$ cat config.mk
export PLATFORM = sky130hd
export DESIGN_NAME = lcgc_core
export DESIGN_NICKNAME = d
export VERILOG_FILES = /design/src/inc/lcgc_pkg.sv /design/src/logic/lcgc_core.sv /design/src/logic/lcgc_sync.sv
export VERILOG_INCLUDE_DIRS = /design/src /design/src/inc
export SDC_FILE = /design/constraint.sdc
export NUM_CORES = 1
export LEC_CHECK = 0
export ABC_AREA = 1
export BUFFER_PORTS_ARGS = -buffer_cell sky130_fd_sc_hd__buf_2
export CAP_MARGIN = 25
export CORE_MARGIN = 2
export CORE_UTILIZATION = 49
export DETAILED_ROUTE_END_ITERATION = 8
export PLACE_DENSITY = 0.79
export SLEW_MARGIN = 20
export SYNTH_ARGS = -nofsm -noshare
export SYNTH_HDL_FRONTEND = slang
export SYNTH_SLANG_ARGS = --single-unit
$ cat constraint.sdc
create_clock -name clk -period 2.02 [get_ports clk]
set_input_delay 0.303 -clock clk [delete_from_list [all_inputs] [get_ports clk]]
set_output_delay 0.303 -clock clk [all_outputs]
set_load 0.02 [all_outputs]
$ cat src/inc/lcgc_map.svh
// Constants of the LED current gain configuration block
`ifndef LCGC_MAP_SVH
`define LCGC_MAP_SVH
`define LCGC_WORD_W      16
`define LCGC_CFG_RESET   8'hFF
`define LCGC_MANT_RESET  6'h3F
`define LCGC_VG_RESET    8'hFE
`define LCGC_CG_RESET    10'h2FA
`define LCGC_BIT_MULT    0
`define LCGC_BIT_BAND    1
`define LCGC_MANT_LO     2
`define LCGC_MANT_HI     7
`define LCGC_MULT_HI     5'h0F
`define LCGC_MULT_LO     5'h05
`endif

$ cat src/inc/lcgc_pkg.sv
// Types of the LED current gain configuration block
package lcgc_pkg;
    typedef enum logic [1:0] {LCGC_IDLE, LCGC_HELD} lcgc_strobe_t;
endpackage : lcgc_pkg

$ cat src/logic/lcgc_core.sv
// LED current gain configuration word and decoder
`timescale 1ns/1ns
`include "lcgc_map.svh"
module lcgc_core
(
    // Clock and reset
    input  wire logic        clk,
    input  wire logic        resetn,
    // Mode and shift register contents
    input  wire logic        special_mode,
    input  wire logic [15:0] shift_word,
    // Latch strobe pin
    input  wire logic        latch_strobe,
    // Decoded configuration
    output logic             current_multiplier_sel,
    output logic             high_band_sel,
    output logic [5:0]       gain_mantissa,
    output logic [7:0]       voltage_gain,
    output logic [4:0]       current_mult_ratio,
    output logic [9:0]       current_gain_num,
    output logic [7:0]       config_code
);
    // ------------------------------------------------------------
    // Types and helpers
    // ------------------------------------------------------------
    lcgc_pkg::lcgc_strobe_t st_r;
    lcgc_pkg::lcgc_strobe_t st_nxt;
    logic       strobe_lvl;
    logic [7:0] cfg_r;
    logic [7:0] cfg_nxt;
    logic       mult_r;
    logic       mult_nxt;
    logic       band_r;
    logic       band_nxt;
    logic [5:0] mant_r;
    logic [5:0] mant_nxt;
    logic [7:0] vg_r;
    logic [7:0] vg_nxt;
    logic [4:0] ratio_r;
    logic [4:0] ratio_nxt;
    logic [9:0] cg_r;
    logic [9:0] cg_nxt;
    logic       latch_ev;

    // Reverse mantissa so position 2 is weight 32
    function automatic logic [5:0] mant_of(input logic [7:0] c);
        logic [5:0] m;
        m = 6'h00;
        for (int i = 0; i < 6; i++)
            m[5-i] = c[`LCGC_MANT_LO+i];
        return m;
    endfunction : mant_of

    // Voltage gain in 1/256 units: (1+band)*(64+D), 64..127 or 128..254
    function automatic logic [7:0] vg_of(input logic b, input logic [5:0] d);
        logic [7:0] base;
        base = {2'h1, 6'h00} + {2'h0, d};
        return b ? {base[6:0], 1'h0} : base;
    endfunction : vg_of

    // ------------------------------------------------------------
    // Strobe synchroniser and edge detection
    // ------------------------------------------------------------
    lcgc_sync u_strobe_sync
    (
        .clk    (clk),
        .resetn (resetn),
        .pin    (latch_strobe),
        .level  (strobe_lvl)
    );

    // Rising strobe while in special mode is one latch event
    assign latch_ev = special_mode && strobe_lvl && (st_r == lcgc_pkg::LCGC_IDLE);

    // Next values of the configuration and its decode
    always_comb
    begin
        st_nxt    = strobe_lvl ? lcgc_pkg::LCGC_HELD : lcgc_pkg::LCGC_IDLE;
        cfg_nxt   = cfg_r;
        mult_nxt  = mult_r;
        band_nxt  = band_r;
        mant_nxt  = mant_r;
        vg_nxt    = vg_r;
        ratio_nxt = ratio_r;
        cg_nxt    = cg_r;
        if (latch_ev)
        begin
            cfg_nxt   = shift_word[7:0];
            mult_nxt  = shift_word[`LCGC_BIT_MULT];
            band_nxt  = shift_word[`LCGC_BIT_BAND];
            mant_nxt  = mant_of(shift_word[7:0]);
            vg_nxt    = vg_of(shift_word[`LCGC_BIT_BAND], mant_of(shift_word[7:0]));
            ratio_nxt = shift_word[`LCGC_BIT_MULT] ? `LCGC_MULT_HI : `LCGC_MULT_LO;
            // Current gain in 1/768 units: VG*3 or VG; reaches 762, so ten bits
            cg_nxt    = shift_word[`LCGC_BIT_MULT]
                      ? ({2'h0, vg_nxt} + {1'h0, vg_nxt, 1'h0})
                      : {2'h0, vg_nxt};
        end
    end

    // Registers; power-on word is all ones
    always_ff @(posedge clk)
    begin
        if (!resetn)
        begin
            st_r    <= lcgc_pkg::LCGC_IDLE;
            cfg_r   <= `LCGC_CFG_RESET;
            mult_r  <= 1'h1;
            band_r  <= 1'h1;
            mant_r  <= `LCGC_MANT_RESET;
            vg_r    <= `LCGC_VG_RESET;
            ratio_r <= `LCGC_MULT_HI;
            cg_r    <= `LCGC_CG_RESET;
        end
        else
        begin
            st_r    <= st_nxt;
            cfg_r   <= cfg_nxt;
            mult_r  <= mult_nxt;
            band_r  <= band_nxt;
            mant_r  <= mant_nxt;
            vg_r    <= vg_nxt;
            ratio_r <= ratio_nxt;
            cg_r    <= cg_nxt;
        end
    end

    assign current_multiplier_sel = mult_r;
    assign high_band_sel          = band_r;
    assign gain_mantissa          = mant_r;
    assign voltage_gain           = vg_r;
    assign current_mult_ratio     = ratio_r;
    assign current_gain_num       = cg_r;
    assign config_code            = cfg_r;
endmodule : lcgc_core

$ cat src/logic/lcgc_sync.sv
// Three-stage pin synchroniser with agreement filter
`timescale 1ns/1ns
module lcgc_sync
(
    // Clock and reset
    input  wire logic clk,
    input  wire logic resetn,
    // Pin in, filtered level out
    input  wire logic pin,
    output logic      level
);
    logic [2:0] stg_r;
    logic [2:0] stg_nxt;
    logic       level_r;
    logic       level_nxt;

    // Next state: shift, take new level when stages two and three agree
    always_comb
    begin
        stg_nxt   = {stg_r[1:0], pin};
        level_nxt = (stg_r[2] == stg_r[1]) ? stg_r[2] : level_r;
    end

    // Registers
    always_ff @(posedge clk)
    begin
        if (!resetn)
        begin
            stg_r   <= 3'h0;
            level_r <= 1'h0;
        end
        else
        begin
            stg_r   <= stg_nxt;
            level_r <= level_nxt;
        end
    end

    assign level = level_r;
endmodule : lcgc_sync

* Word level (Yosys, flattened, before mapping) *
Index checks and enable logic that the tools add are counted.

storage, ports and cells
  register bits after elaboration = 45
  output and inout bits = 39
  logic and storage cells = 20

operators by class
  add/sub/neg operators = 2
  eq/ne operators = 1
  multiplexer cells = 4
  reduce and logical (&&, ||, !) cells = 3

operators with widths
  operator                                    number
  adder 8 x 9 -> 10 bit                       1
  2-to-1 mux 10 bit                           1
  adder 7 x 6 -> 8 bit, first input constant  1
  2-to-1 mux 8 bit                            1
  2-to-1 mux 4 bit                            1
  logical AND 1 bit                           2
  logical NOT 2 bit                           1
  == test 1 bit                               1
  2-to-1 mux 1 bit                            1

* Longest topological paths before layout *
Gate-level depths: netlist of the first run.

  depth after elaboration = 4
  depth in mapped cells = 13

* By module *
Synthesis of the first run repeated with hierarchy kept, for this count alone.

unflattened totals
  cell total of the unflattened synthesis = 220
  area, all modules = 1594.0 µm²

by module, submodules not included
  module     instances  cells each  area each (µm²)
  lcgc_core  1          207         1477.7
  lcgc_sync  1          13          116.4

* Worst setup path before layout of the first run *
Ideal clock, no wire load.

  path kind = input-to-reg
  from = in shift_word[1]
  to = reg cg_r[7] (netlist: current_gain_num[7])
  library setup time = 0.115 ns
  arrival = 1.644 ns
  data required time = 1.905 ns
  path slack = 0.261 ns
  stages = 13
  path buffers = 1
  path through = buf_6 > nand2_1 > o21ai_2 > inv_1 > ha_1 > inv_1 > fa_1 > inv_1 > nand3_1 > nand3_1 > nand2_1 > nand3_1 > nand2_1

on the way
  word-level cells in the longest chain between the ends = 3

RTL lines
  element                RTL line          source
  from (decl)            lcgc_core.sv:11   input wire logic [15:0] shift_word,
  2-to-1 mux 8 bit *     lcgc_core.sv:58   return b ? {base[6:0], 1'h0} : base;
  adder 8 x 9 -> 10 bit  lcgc_core.sv:96   ? ({2'h0, vg_nxt} + {1'h0, vg_nxt, 1'h0})
  2-to-1 mux 10 bit *    lcgc_core.sv:95   cg_nxt = shift_word[`LCGC_BIT_MULT]
  to (signal assigned)   lcgc_core.sv:113  cg_r <= `LCGC_CG_RESET;
  to (signal assigned)   lcgc_core.sv:124  cg_r <= cg_nxt;
  to (decl)              lcgc_core.sv:41   logic [9:0] cg_r;

Every way passes the cells marked *; elsewhere a longest branch is shown, timed or not.
A chain may end at the register's enable or synchronous reset.

* Worst setup path in the final report of the first run *
Ends and elaborated chain as after synthesis.

==> results of run 1 <==
sequential cells by signal, summed over array words and instances, names as in the netlist:
signal / cells
config_code: 7
current_gain_num: 9
gain_mantissa: 1
st_r: 1
u_strobe_sync.level: 1
u_strobe_sync.stg_r: 3
voltage_gain: 7
power by group:
| group | switching (W) | internal, W | total [W] |
|---|---|---|---|
| registers | 0.00000151 | 0.000575 | 0.000576 |
| clock network | 0.000199 | 0.000132 | 0.000331 |
| logic | 0.000122 | 0.0000744 | 0.000196 |
| total | 0.000322 | 0.000781 | 0.00110 |
kinds of logic (layout without fill, tap and decap cells):
kind of cell,Yosys count,after routing,share of synthesized area [%]
simple gates,100,100,26.2
buf+inv,56,94,18.0
compound gates,31,31,12.0
flops,29,29,36.3
fa+ha+maj,7,7,5.94
other cells,2,3,0.469
xor+xnor,2,2,1.09
synth_stat cells (all sizes together):
| cell type | number | area (um^2) |
|---|---|---|
| ha | 6 | 75.1 |
| nand2 | 67 | 251 |
| nand3 | 18 | 95.1 |
| inv | 33 | 124 |
| xnor2 | 2 | 17.5 |
| o21ai | 6 | 33.8 |
| o21a | 1 | 7.51 |
| a211o | 4 | 35.0 |
| o211ai | 4 | 30.0 |
| fa | 1 | 20.0 |
| o21bai | 1 | 7.51 |
| o22ai | 3 | 18.8 |
| clkbuf | 2 | 7.51 |
| a21oi | 12 | 60.1 |
| nand4 | 3 | 25.0 |
| conb | 2 | 7.51 |
| nor2 | 11 | 41.3 |
| buf | 21 | 158 |
| and2 | 1 | 6.26 |
| dfxtp | 29 | 581 |
routing by layer:
| layer | GRT usage, % | vias to the layer above | share of wire, % |
|---|---|---|---|
| met2 | 31.2 | 62 | 44 |
| met5 | 0 | - | 0 |
| met4 | 6.52 | 0 | 1.4 |
| met3 | 6.51 | 6 | 7.7 |
| li1 | - | 774 | - |
| met1 | 26.7 | 648 | 47 |
tightest hold or removal path, delay by kind of cell:
kind                   cells  cell delay (ns)
buffers and inverters      2             0.11
AND/OR/NAND/NOR            1             0.04
through the flow:
step           std cells  total power, W  setup WS, ns  area [um^2]
5_1_grt              310         0.00117         0.177         1830
6_report             310         0.00110         0.315         1830
3_3_place_gp         302        0.000781        0.0500         1780
4_1_cts              310         0.00111         0.355         1830
3_5_place_dp         302        0.000783        0.0111         1780
2_1_floorplan        228        0.000737         0.261         1610
cell type report:
class	instances	area, um^2	area share (%)
clock buffer	6	41.3	2.26
clock inverter	2	10.0	0.548
inverter	33	124	6.78
multi-input combinational	143	736	40.3
sequential	29	581	31.8
tap	44	55.1	3.01
timing repair buffer	53	280	15.3
path summary, 6_finish.rpt:
check                         startpoint                     end  slack (ns)
hold reg to reg   u_strobe_sync.stg_r[0]  u_strobe_sync.stg_r[1]        0.42
hold / removal              latch_strobe  u_strobe_sync.stg_r[0]        0.14
setup reg to reg     u_strobe_sync.level     current_gain_num[6]        0.64
setup / recovery           shift_word[1]     current_gain_num[7]        0.31
==> results.cfg, run 1 <==
[layout]
diodes = 0
area.growth.synth_to_final_pct = 14.1
final_core_utilization_pct = 59.3
ratio_of_cells_with_drive_above_1_in_the_final_layout_pct = 23.7
design.final.nets = 292
number_of_fill_cells_in_the_layout = 318
commonest_non_fill_non_tap_cells_in_the_layout = 67 x sky130_fd_sc_hd__nand2_1, 47 x sky130_fd_sc_hd__buf_2, 33 x sky130_fd_sc_hd__inv_1
layout.cells.most_common = sky130_fd_sc_hd__nand2_1

[route]
drt_drc_violations_left = 0
via_count = 1490
firstDrtPassIters = 4
first_iter_violations = 36
avgRoutedWirePerCell_um = 10.8
antenna_violating_nets_post_route = 0
viasPerCell = 4.81
routed_wl_mm = 3.35

[synth]
yosys.cell_types.count = 25
synth_area_per_cell_um2 = 7.06
portion_of_the_post_synthesis_area_used_by_sequential_elements_pct = 36.2
yosysWarnings = 0
netlist_instances = 227
netlist_area_mm2 = 0.00160
ys_seq_elements = 29

[timing]
maxSlewViolCount = 0
setup_viol = 0
finalHoldViolCount = 0
final_skew_ns = 0.00944
timing.fmax_ghz = 0.586
rsz0062_at_grt = no
timing.final.crit_period_ns = 1.71
timing.setup.tns_ns = 0
post-route-period-util_pct = 84.4
hold_ws_ns = 0.143

[grt]
number_of_global_route_vias_before_repair = 1247
track_usage_pct = 20.1
global_route.overflow_total = 0
grt_antenna_before_repair = 0
grt_first_pass_wirelength_mm = 5.51
grt_max_degree = 19

[hold_path]
hold-path-cell-count = 3
min_path_type = primary input to flip-flop

[setup_path]
setup.worst_path.end_class = flip-flop
cp_data_arrival_time_ns = 1.93
path_class = primary input to flip-flop
total_buffers_and_inverters_traversed_by_the_critical_path = 3
slowest_stage = sky130_fd_sc_hd__ha_1
setup.worst_path.start_class = primary input
cp_top_family = simple AND/OR/NAND/NOR gates
worst-r2r-cell-count = 6
cp_cell_sequence = buf_2 > inv_1 > nand2_1 > and2_1 > inv_1 > ha_1 > nand2_1 > nand2_1 > a21oi_1 > nand4_1 > nand3_1 > nand2_1
critPathMaxFanout = 13
crit_cells = 12
crit_path_max_incr_delay_ns = 0.34
required_time_worst_endpoint_ns = 2.24
critical_path.most_common_cell = sky130_fd_sc_hd__nand2_1

[pwr]
ir_worst_vdd_v = 0.000329
power.static_leakage_nw = 0.982
power.density_cell_area_mw_per_mm2 = 604

[cts]
cts.htree.levels = 2
cts_inserted_buffers = 5
tritoncts = yes
postCtsResizedCells = 0
insertion_delay_ns = 0.33
clkSinkCount = 29
cts_hold_buf = 0
ctsRootBufferMaster = sky130_fd_sc_hd__clkbuf_4
path_clk_slew_ns = 0.09
clock_tree.buffer_depth = 2
cts_post_setup_buffers_inserted = 0

[status]
status = finished, final reports clean

[floorplan]
floorplan.core_area_mm2 = 0.00308
fp.dieH_um = 61.2
initial_core_util_pct = 52.0
floorplan.die_area_mm2 = 0.00374
width_of_the_chip_um = 61.2
design.portCount = 59
floorplan.rows = 20

[place]
globalplace.congestion = 0.856
port_buffers = 47
post-dp-hpwl_mm = 2.54

[job]
max_capacitance_violation_count = 0
(Power assumes the default switching activity.)
==> inputs of run 2 (changes only) <==
Settings changed: CORE_UTILIZATION 49 to 44, PLACE_DENSITY 0.79 to 0.75.
Clock period 2.02 ns to 1.39 ns, I/O delays scaled along.
==> results.cfg, run 2 (synthesis results as in run 1) <==
[route]
avgRoutedWirePerCell_um = 11.4
firstDrtPassIters = 4
viasPerCell = 4.75
routed_wl_mm = 3.76
drt_drc_violations_left = 0
via_count = 1563
first_iter_violations = 76
antenna_violating_nets_post_route = 0

[grt]
fraction_of_met2_tracks_used_by_global_routing_pct = 31.5
track_usage_pct = 19.0
grtUsageMet3_pct = 4.75
grt_first_pass_wirelength_mm = 6.10
busiest_layer = met2
globalRouteMet1Util_pct = 24.0
global_route.overflow_total = 0
number_of_global_route_vias_before_repair = 1440
grt_max_degree = 13
grt_antenna_before_repair = 0

[setup_path]
required_time_worst_endpoint_ns = 1.61
r2r-start = st_r[0]
critPathMaxFanout = 3
critical_path.most_common_cell = sky130_fd_sc_hd__inv_2
setup.worst_path.start_class = primary input
cp_data_arrival_time_ns = 1.56
total_buffers_and_inverters_traversed_by_the_critical_path = 5
worstSetupStartpoint = shift_word[7]
cp_cell_sequence = buf_8 > inv_6 > nand2_4 > o21ai_4 > inv_2 > ha_4 > inv_2 > fa_2 > inv_2 > nand2_2 > nand3_2 > nand2_2 > o22ai_2 > nand2_1
cp_top_family = adder cells
crit_path_max_incr_delay_ns = 0.37
setup.worst_path.end_class = flip-flop
slowest_stage = sky130_fd_sc_hd__fa_2
rrSetupSlack_ns = 0.14
path_class = primary input to flip-flop

[pwr]
comb_power_share_pct = 24.3
power_switching_w = 0.000513
ir_worst_vdd_v = 0.000626
intPower_w = 0.00127
power.density_cell_area_mw_per_mm2 = 825
power.static_leakage_nw = 1.10
sequential_power_share_pct = 46.9
pwr-share-clk_pct = 28.9
swShare_pct = 28.7

[timing]
finalHoldViolCount = 0
maxSlewViolCount = 0
final_skew_ns = 0.00214
timing.final.crit_period_ns = 1.34
fin_ws_ns = 0.0539
rsz0062_at_grt = yes
post-route-period-util_pct = 96.1
timing.fmax_ghz = 0.748
setup_viol = 0

[layout]
count_of_non_filler_cells_in_the_finished_layout = 329
layout.cells.most_common = sky130_fd_sc_hd__nand2_1
design.final.nets = 310
commonest_non_fill_non_tap_cells_in_the_layout = 61 x sky130_fd_sc_hd__nand2_1, 45 x sky130_fd_sc_hd__buf_2, 29 x sky130_fd_sc_hd__dfxtp_1
largest_register_ff_count = 9
diodes = 0
final_core_utilization_pct = 63.4
final_design_area_no_fill_mm2 = 0.00217
ratio_of_cells_with_drive_above_1_in_the_final_layout_pct = 38.5
area.growth.synth_to_final_pct = 35.2

[floorplan]
design.portCount = 59
floorplan.die_area_mm2 = 0.00414
initial_core_util_pct = 46.9
fp.dieH_um = 64.3
floorplan.rows = 21
floorplan.core_area_mm2 = 0.00342
width_of_the_chip_um = 64.3

[place]
dpl_cell_area_mm2 = 0.00200
port_buffers = 47
detailedPlace.worstSlack_ns = -0.378
globalplace.congestion = 0.854
post-dp-hpwl_mm = 2.82
place.detailed.instances = 320

[cts]
insertion_delay_ns = 0.32
ctsRootBufferMaster = sky130_fd_sc_hd__clkbuf_4
cts.htree.levels = 2
clkSinkCount = 29
clock_tree.buffer_depth = 2
path_clk_slew_ns = 0.09
cts_inserted_buffers = 5
tritoncts = yes
cts_hold_buf = 0

[hold_path]
min_path_type = primary input to flip-flop
min-delay-start = latch_strobe

[status]
status = finished, final reports clean

[job]
max_capacitance_violation_count = 0
-- run 2: cell count changes in the layout (fill, tap and decap cells not counted), moves of 5 or more --
| cell | previous run | this run |
|---|---|---|
| sky130_fd_sc_hd__ha_4 | 0 | 6 |
| sky130_fd_sc_hd__inv_1 | 33 | 26 |
| sky130_fd_sc_hd__nand2_1 | 67 | 61 |
| sky130_fd_sc_hd__inv_2 | 0 | 6 |
| sky130_fd_sc_hd__nand2_2 | 0 | 5 |
| sky130_fd_sc_hd__ha_1 | 6 | 0 |
| sky130_fd_sc_hd__buf_4 | 6 | 23 |
-- run 2: per-stage QoR --
step                      power, W  hold slack (ns)  TNS [ns]
after floorplan            0.00113            0.306    -0.526
after global placement     0.00123            0.390     -2.34
after detailed placement   0.00124            0.396     -2.70
after CTS                  0.00175           0.0613         0
after global routing       0.00188           0.0663   -0.0332
final                      0.00179           0.0643         0
-- run 2: worst paths after layout --
check	to	depth (start not counted)
max	current_gain_num[5]	14
max reg2reg	voltage_gain[1]	4
min	u_strobe_sync.stg_r[0]	3
min reg2reg	u_strobe_sync.stg_r[1]	2
-- run 2: final cells by class --
class / instances / area, um^2
tap: 46 / 57.6
clock buffer: 7 / 55.1
inverter: 33 / 129
multi-input combinational: 143 / 886
timing repair buffer: 71 / 458
fill: 313 / 1250
sequential: 29 / 581
-- run 2: per-layer routing --
| layer | routed length, um | share of wire (%) | vias up |
|---|---|---|---|
| met5 | 0 | 0 | - |
| met4 | 53 | 1.4 | 0 |
| met3 | 238 | 6.3 | 8 |
| met2 | 1730 | 46 | 50 |
| met1 | 1740 | 46 | 698 |
| li1 | - | - | 807 |
-- run 2: power by group through the flow --
stage / logic, W / registers (W) / clock network [W]
floorplan: 0.000270 / 0.000859 / 0
CTS: 0.000385 / 0.000837 / 0.000530
global placement: 0.000375 / 0.000857 / 0
finish: 0.000434 / 0.000837 / 0.000516
detailed placement: 0.000381 / 0.000857 / 0
global route: 0.000478 / 0.000838 / 0.000559
-- run 2: what timing repair did --
action	CTS	global route
setup endpoints to repair	5	5
gates resized for setup	1	18
endpoints found under the hold margin	0	0
setup buffers	0	1
gates cloned	0	1
pin swaps	0	5
-- run 2: tightest hold or removal path: cells and delay by family --
family / cells / cell delay (ns)
buffers and inverters: 2 / 0.11
and+or+nand+nor: 1 / 0.04
